**src/logic/pls_defines.svh**
```systemverilog
`ifndef PLS_DEFINES_SVH
`define PLS_DEFINES_SVH

// =====================================================================
// Register map (byte addresses on APB)
`define PLS_ADDR_RATIO      12'h000
`define PLS_ADDR_STATUS     12'h004
`define PLS_ADDR_W          12

// =====================================================================
// Ratio control fields
`define PLS_RATIO_W         4
`define PLS_RATIO_BYPASS    4'h0
`define PLS_RATIO_MAX       4'ha

// =====================================================================
// Status fields
`define PLS_BIT_LOCK        0
`define PLS_BIT_HALVER      1
`define PLS_BIT_LOSS_FLAG   3
`define PLS_BIT_LOSS_CLR    4
`define PLS_BIT_FEED_GATE   5
`define PLS_BIT_DET_DIS     6

// =====================================================================
// Timing: PLL lock time in microseconds and derived cycles at 25 MHz
`define PLS_CLK_MHZ         25
`define PLS_LOCK_TIME_US    100
`define PLS_LOCK_CYCLES     (`PLS_LOCK_TIME_US * `PLS_CLK_MHZ)
`define PLS_CNT_W           16

`endif

```
**src/logic/pls_pkg.sv**
```systemverilog
package pls_pkg;

  // Lock sequencer states
  typedef enum logic [1:0] {
    PLS_ST_LOCKED  = 2'b01,
    PLS_ST_LOCKING = 2'b10
  } pls_state_e;

  // Clock selection that steers the clock mux outside
  typedef struct packed {
    logic       bypass;
    logic       halve;
    logic [3:0] mult;
  } pls_clk_sel_s;

endpackage

```
**src/logic/pls_ctrl.sv**
```systemverilog
// The APB interface to the registers and the register addresses were chosen for this implementation.
`timescale 1ns/1ns
`include "pls_defines.svh"

// Notes on behaviour
// - Multiplier zero means bypass; reset leaves bypass with multiplier zero.
// - Codes 1..10 multiply oscillator; halved when halver control is clear.
// - System clock output follows the selected CPU input clock exactly.
// - Registers reset only by external pin or watchdog reset.
// - Ratio writes accepted only while protected write enable is active.
// - Status bit 6 disables loss detector and limp-mode clock when set.
// - Status bit 5 gates oscillator feed to PLL for loss testing.
// - Watchdog works gated only with external clock; disable beforehand.
// - Loss-clear bit reads zero; writing zero does nothing.
// - Writing one to loss-clear resets detection; loss may recur.
// - Loss flag ignores writes; cleared by loss-clear or external reset.
// - Loss flag is one after detected loss and limp switch, else zero.
// - Status bit 0 reads zero while locking and one once stable.
// - Ratio write forces half oscillator until lock, then new ratio.
// - Status bit 1 clear enables halving, set disables halving.
module pls_ctrl
  import pls_pkg::*;
#(
  parameter int unsigned LOCK_CYCLES = `PLS_LOCK_CYCLES
) (
  input  wire logic        ref_clk_i,
  input  wire logic        rst_n_i,
  input  wire logic        ext_reset_i,
  input  wire logic        wdog_reset_i,
  input  wire logic        protected_write_enable_i,
  input  wire logic        osc_loss_detected_i,
  input  wire logic        psel,
  input  wire logic        penable,
  input  wire logic        pwrite,
  input  wire logic [11:0] paddr,
  input  wire logic [31:0] pwdata,
  output logic      [31:0] prdata,
  output logic             pready,
  output logic             pslverr,
  output pls_clk_sel_s     clk_sel_o,
  output logic             limp_select_o,
  output logic             osc_feed_gate_o,
  output logic             osc_loss_detect_disable_o,
  output logic             osc_loss_clear_o,
  output logic             lock_done_o
);

  // ===================================================================
  // Pin synchronisers and reset qualification
  logic [1:0] ext_rst_sync;
  logic [1:0] loss_sync;
  logic       hard_reset;

  always_ff @(posedge ref_clk_i) begin
    if (!rst_n_i) begin
      ext_rst_sync <= 2'b00;
      loss_sync    <= 2'b00;
    end else begin
      ext_rst_sync <= {ext_rst_sync[0], ext_reset_i};
      loss_sync    <= {loss_sync[0], osc_loss_detected_i};
    end
  end

  // Only external pin or watchdog reset restores the registers
  assign hard_reset = ext_rst_sync[1] | wdog_reset_i;

  // ===================================================================
  // APB decode
  function automatic logic addr_hit(input logic [11:0] a,
                                    input logic [11:0] base);
    addr_hit = (a == base);
  endfunction

  logic acc;
  logic wr_ratio;
  logic wr_status;
  logic mapped;

  assign acc       = psel & penable & pready;
  assign mapped    = addr_hit(paddr, `PLS_ADDR_RATIO)
                   | addr_hit(paddr, `PLS_ADDR_STATUS);
  assign wr_ratio  = acc & pwrite & addr_hit(paddr, `PLS_ADDR_RATIO)
                   & protected_write_enable_i;
  assign wr_status = acc & pwrite & addr_hit(paddr, `PLS_ADDR_STATUS);

  // One wait state: ready on the second access cycle
  always_ff @(posedge ref_clk_i) begin
    if (!rst_n_i) begin
      pready <= 1'b0;
    end else begin
      pready <= psel & penable & ~pready;
    end
  end

  // Unmapped address answers with an error
  always_ff @(posedge ref_clk_i) begin
    if (!rst_n_i) begin
      pslverr <= 1'b0;
    end else begin
      pslverr <= psel & penable & ~pready & ~mapped;
    end
  end

  // ===================================================================
  // Ratio control register
  logic [3:0] ratio;

  always_ff @(posedge ref_clk_i) begin
    if (!rst_n_i || hard_reset) begin
      ratio <= `PLS_RATIO_BYPASS;
    end else if (wr_ratio) begin
      ratio <= pwdata[3:0];
    end
  end

  // ===================================================================
  // Status control bits
  logic halver_off;
  logic feed_gate;
  logic det_dis;

  always_ff @(posedge ref_clk_i) begin
    if (!rst_n_i || hard_reset) begin
      halver_off <= 1'b0;
      feed_gate  <= 1'b0;
      det_dis    <= 1'b0;
    end else if (wr_status) begin
      halver_off <= pwdata[`PLS_BIT_HALVER];
      feed_gate  <= pwdata[`PLS_BIT_FEED_GATE];
      det_dis    <= pwdata[`PLS_BIT_DET_DIS];
    end
  end

  // Loss-clear pulse, only on a written one
  logic clr_req;
  assign clr_req = wr_status & pwdata[`PLS_BIT_LOSS_CLR];

  always_ff @(posedge ref_clk_i) begin
    if (!rst_n_i) begin
      osc_loss_clear_o <= 1'b0;
    end else begin
      osc_loss_clear_o <= clr_req;
    end
  end

  // Loss flag: set by detector (wins over clear), writes ignored
  logic loss_flag;

  always_ff @(posedge ref_clk_i) begin
    if (!rst_n_i || ext_rst_sync[1]) begin
      loss_flag <= 1'b0;
    end else if (loss_sync[1] && !det_dis) begin
      loss_flag <= 1'b1;
    end else if (clr_req) begin
      loss_flag <= 1'b0;
    end
  end

  // ===================================================================
  // Lock sequencer
  pls_state_e               state;
  logic [`PLS_CNT_W-1:0]    lock_cnt;

  always_ff @(posedge ref_clk_i) begin
    if (!rst_n_i || hard_reset) begin
      state    <= PLS_ST_LOCKED;
      lock_cnt <= '0;
    end else begin
      case (state)
        PLS_ST_LOCKED: begin
          if (wr_ratio) begin
            state    <= PLS_ST_LOCKING;
            lock_cnt <= '0;
          end
        end
        PLS_ST_LOCKING: begin
          if (wr_ratio) begin
            lock_cnt <= '0;
          end else if (lock_cnt == LOCK_CYCLES[`PLS_CNT_W-1:0] - 1'b1) begin
            state <= PLS_ST_LOCKED;
          end else begin
            lock_cnt <= lock_cnt + 1'b1;
          end
        end
        default: begin
          state <= PLS_ST_LOCKED;
        end
      endcase
    end
  end

  // ===================================================================
  // Clock selection outputs
  pls_clk_sel_s next_clk_sel;
  logic         locking;

  assign locking = (state == PLS_ST_LOCKING);

  always_comb begin
    next_clk_sel.mult   = ratio;
    next_clk_sel.bypass = (ratio == `PLS_RATIO_BYPASS)
                        | (ratio > `PLS_RATIO_MAX);
    next_clk_sel.halve  = ~halver_off;
    if (locking) begin
      // Half oscillator until the PLL settles
      next_clk_sel.bypass = 1'b1;
      next_clk_sel.halve  = 1'b1;
    end
  end

  always_ff @(posedge ref_clk_i) begin
    if (!rst_n_i) begin
      clk_sel_o                 <= '{bypass: 1'b1, halve: 1'b1,
                                     mult: `PLS_RATIO_BYPASS};
      lock_done_o               <= 1'b1;
      limp_select_o             <= 1'b0;
      osc_feed_gate_o           <= 1'b0;
      osc_loss_detect_disable_o <= 1'b0;
    end else begin
      clk_sel_o                 <= next_clk_sel;
      lock_done_o               <= ~locking;
      limp_select_o             <= loss_flag & ~det_dis;
      osc_feed_gate_o           <= feed_gate;
      osc_loss_detect_disable_o <= det_dis;
    end
  end

  // ===================================================================
  // Read data
  logic [31:0] next_rdata;

  always_comb begin
    next_rdata = 32'h0000_0000;
    if (addr_hit(paddr, `PLS_ADDR_RATIO)) begin
      next_rdata[3:0] = ratio;
    end else if (addr_hit(paddr, `PLS_ADDR_STATUS)) begin
      next_rdata[`PLS_BIT_LOCK]      = ~locking;
      next_rdata[`PLS_BIT_HALVER]    = halver_off;
      next_rdata[`PLS_BIT_LOSS_FLAG] = loss_flag;
      next_rdata[`PLS_BIT_LOSS_CLR]  = 1'b0;
      next_rdata[`PLS_BIT_FEED_GATE] = feed_gate;
      next_rdata[`PLS_BIT_DET_DIS]   = det_dis;
    end
  end

  always_ff @(posedge ref_clk_i) begin
    if (!rst_n_i) begin
      prdata <= 32'h0000_0000;
    end else if (psel && penable && !pready && !pwrite) begin
      prdata <= next_rdata;
    end
  end

endmodule

```
**config.mk**
```make
export PLATFORM = sky130hd
export DESIGN_NAME = pls_ctrl
export DESIGN_NICKNAME = d
export VERILOG_FILES = /design/src/logic/pls_pkg.sv /design/src/logic/pls_ctrl.sv
export VERILOG_INCLUDE_DIRS = /design/src /design/src/logic
export SDC_FILE = /design/constraint.sdc
export NUM_CORES = 1
export LEC_CHECK = 0
export BUFFER_PORTS_ARGS = -buffer_cell sky130_fd_sc_hd__buf_2
export CORE_MARGIN = 8
export CORE_UTILIZATION = 52
export CTS_CLUSTER_DIAMETER = 50
export DETAILED_ROUTE_END_ITERATION = 6
export PLACE_DENSITY = 0.81
export SLEW_MARGIN = 10
export SYNTH_ARGS = -nofsm -noshare
export SYNTH_HDL_FRONTEND = slang
export SYNTH_SLANG_ARGS = --single-unit
```
**constraint.sdc**
```tcl
create_clock -name ref_clk_i -period 5.79 [get_ports ref_clk_i]
set_input_delay 1.158 -clock ref_clk_i [delete_from_list [all_inputs] [get_ports ref_clk_i]]
set_output_delay 1.158 -clock ref_clk_i [all_outputs]
set_load 0.03 [all_outputs]
```
==> metrics.md <==
| Metric | Value |
|---|---|
| Boundary pin count | `98` |
| Clk pin slew, worst setup/hold paths | `0.09 ns` |
| Worst EP arrival | `3.93 ns` |
| Synth Flop Type | `dfxtp_1` |
| # H-tree levels | `2` |
| Most frequent cells in the layout | `dfxtp_1, buf_2, nand2_1` |
| Synth unique cells | `49` |
| Worst EP required | `6.02 ns` |
| Die area | `7030 um2` |
| CTS sink count | `49` |
| Async S/R FF share, synth | `0%` |
| Cts repair resizes | `0` |
| Fin crit share | `63.8%` |
| Post-Synth Simple-Gate Area | `25.9%` |
| Power Density | `242 nW/um2` |
| Core box area | `4380 um2` |
| Type of the worst setup path | `in -> reg` |
| DRT antenna net count | `0` |
| Class of the worst hold path | `reg -> reg` |
| Avg Cell Area, Syn | `8.55 um2` |
| Maximum VDD drop | `0.109 mV` |
| Gate Count Post-Synth | `280` |
| Mux share of post-synthesis cell area | `1.72%` |
| Post-Synth XOR/XNOR Area | `0%` |
| Drt pass-1 iters | `4` |
| Max layer used | `met4` |
| Syn. warnings | `0` |
| Hold Crit Depth | `1` |
| DP Area | `2520 um2` |
| Hold_buf cts | `0` |
| Most common cell after layout, fill and taps aside | `dfxtp_1` |
| # rows | `24` |
| Drt total wl | `5080 um` |
| Vias per cell | `5.48` |
| Initial antenna violation count | `0` |
| Filler cells | `393` |
| Synth top area share | `41.0%` |
| Clk root buf | `clkbuf_8` |
| Detailed Route Iter0 Violations | `94` |
| Worst-Margin Slew | `1.17 ns` |
| CTS Buffer Depth | `2` |
| Final Max Tran Viols | `0` |
| Outcome | `finished clean` |
| Setup TNS Final | `0 ns` |
| CTS Buf Count | `5` |
| Post-Syn Area | `2390 um2` |
| Final Cell Area | `2640 um2` |
| Total number of vias | `2,033` |
| Vias in the first global route | `1,892` |
| Main combinational cell family by area after synthesis | `simple AND/OR/NAND/NOR gates` |
| Synth area leader | `dfxtp_1` |
| Area growth syn-to-layout | `10.3%` |
| Compound-cell area share of the yosys netlist | `16.9%` |
| Adder-Cell Fraction of Synth Area | `1.57%` |
| Port buffer count | `46` |
| Metal3 WL | `355 um` |
| Worst R2R Start | `ext_rst_sync[1]$_SDFF_PN0_` |
| Register area share after synthesis | `41.0%` |
| Post-CTS Setup Bufs | `0` |
| CP Launch Type | `input port` |
| Final min period | `3.70 ns` |
| Die W | `83.9 um` |
| Total GRT Usage | `13.9%` |
| Setup Viol. Count Final | `0` |
| RSZ-0062 raised after global routing | `no` |
| Clock Skew | `0.00566 ns` |
| EDFF count, synth | `0` |
| First-pass GRT wire length | `8540 um` |
| Hold wc startpoint | `halver_off$_SDFFE_PP0N_` |
| Number of nets in the layout | `374` |
| Critical path startpoint | `rst_n_i` |
| Pleak | `1.09 nW` |
| Initial core utilization | `54.6%` |
| Crit-path max FO | `26` |
| Yosys reg bits | `49` |
| TritonCTS clock tree | `done` |
| Synth top area cells | `dfxtp_1, buf_4, nand2_1` |
| Final Hold Viols | `0` |
| Reg2Reg Depth | `5` |
| Antenna Cells | `0` |
| Max Fclk | `271 MHz` |
| Share of cells above drive strength 1 | `20.1%` |
| Grt ovf | `0` |
| WL/cell | `13.7 um` |
| DR DRC count | `0` |
| Slew margin rel. | `21.3%` |
| Final HPWL DP | `3770 um` |
| Storage element area | `981 um2` |
| Routability Congestion | `0.867` |
| Clock Latency Late Sink | `0.30 ns` |
| Max_cap viols | `0` |
| Met1 WL | `2130 um` |
| Met2 routed WL | `2580 um` |
| Largest net degree at the start of global routing | `27` |
| Die H | `83.9 um` |
| Crit path capture type | `register` |
| Multi-input combinational cell area | `1200 um2` |
-- cell usage after synthesis, types with 2 or more instances --
cell and number:
o22ai_2 4, dfxtp_1 49, ha_1 3, o31ai_1 2
and3b_1 2, a211oi_1 2, nor2_1 11, or4_1 2
nor3_1 6, nand4_1 6, buf_6 2, buf_4 26
mux2i_1 3, nor4_1 6, nand2_1 40, nand3_1 16
inv_1 12, a32oi_1 3, o21ai_0 7, and3_1 5
and2_1 11, a21boi_0 6, clkbuf_1 12, or3_1 2
a21oi_1 15, o41ai_1 2, or4b_1 2, o2111ai_1 2
-- stage by stage --
stage | setup WS, ns | total power [mW] | hold WS, ns | cells | util, %
global placement | 1.81 | 0.394 | 0.388 | 363 | 57.5
global route | 1.79 | 0.661 | 0.453 | 371 | 60.2
floorplan | 3.03 | 0.396 | 0.377 | 305 | -
detailed placement | 1.82 | 0.395 | 0.392 | 363 | 57.5
finish | 2.09 | 0.639 | 0.426 | 371 | 60.2
CTS | 2.11 | 0.645 | 0.418 | 371 | 60.2
-- power breakdown --
group / internal, mW / leakage [nW] / switching (mW)
combinational: 0.0108 / 0.633 / 0.0364
clock: 0.140 / 0.0574 / 0.112
sequential: 0.339 / 0.396 / 0.00108
total: 0.490 / 1.09 / 0.149
-- metal layers --
layer  track usage, %  vias up
met1             15.2      958
met3             5.27        2
met2             24.8       53
li1                 -     1020
met5                0        -
met4             3.14        0
-- worst paths after layout --
kind / endpoint / slack [ns]
worst max-delay path: lock_cnt[6]$_SDFFE_PP0P_ / 2.09
worst min-delay path: clk_sel_o[4]$_SDFF_PP1_ / 0.43
worst max register to register: lock_cnt[6]$_SDFFE_PP0P_ / 2.99
worst min register to register: clk_sel_o[4]$_SDFF_PP1_ / 0.43
-- kinds of logic after synthesis --
family / count (synthesis)
AND/OR/NAND/NOR: 118
other: 1
adder cells (fa/ha/maj): 3
multiplexers: 4
AO/OA/AOI/OAI: 53
buffers and inverters: 52
flip-flops: 49
-- layout make-up --
type / instances / area share, %
Multi-Input combinational cell: 204 / 45.4
Clock inverter: 2 / 1.42
Tap cell: 52 / 2.46
Inverter: 12 / 1.71
Clock buffer: 6 / 3.13
Sequential cell: 49 / 37.1
Timing Repair Buffer: 46 / 8.72
-- state kept, by name, summed over array words and instances (netlist names), 2 cells and up --
register / count
lock_cnt: 16
clk_sel_o: 6
prdata: 6
ratio: 4
ext_rst_sync: 2
loss_sync: 2
state: 2
-- worst max-delay path, cell delays in order --
cell	delay (ns)
buf_2	0.31
nor3b_2	0.92
nand3_1	0.17
a211oi_1	1.00
nand2_1	0.21
o22ai_2	0.15
(Power assumes the default switching activity.)
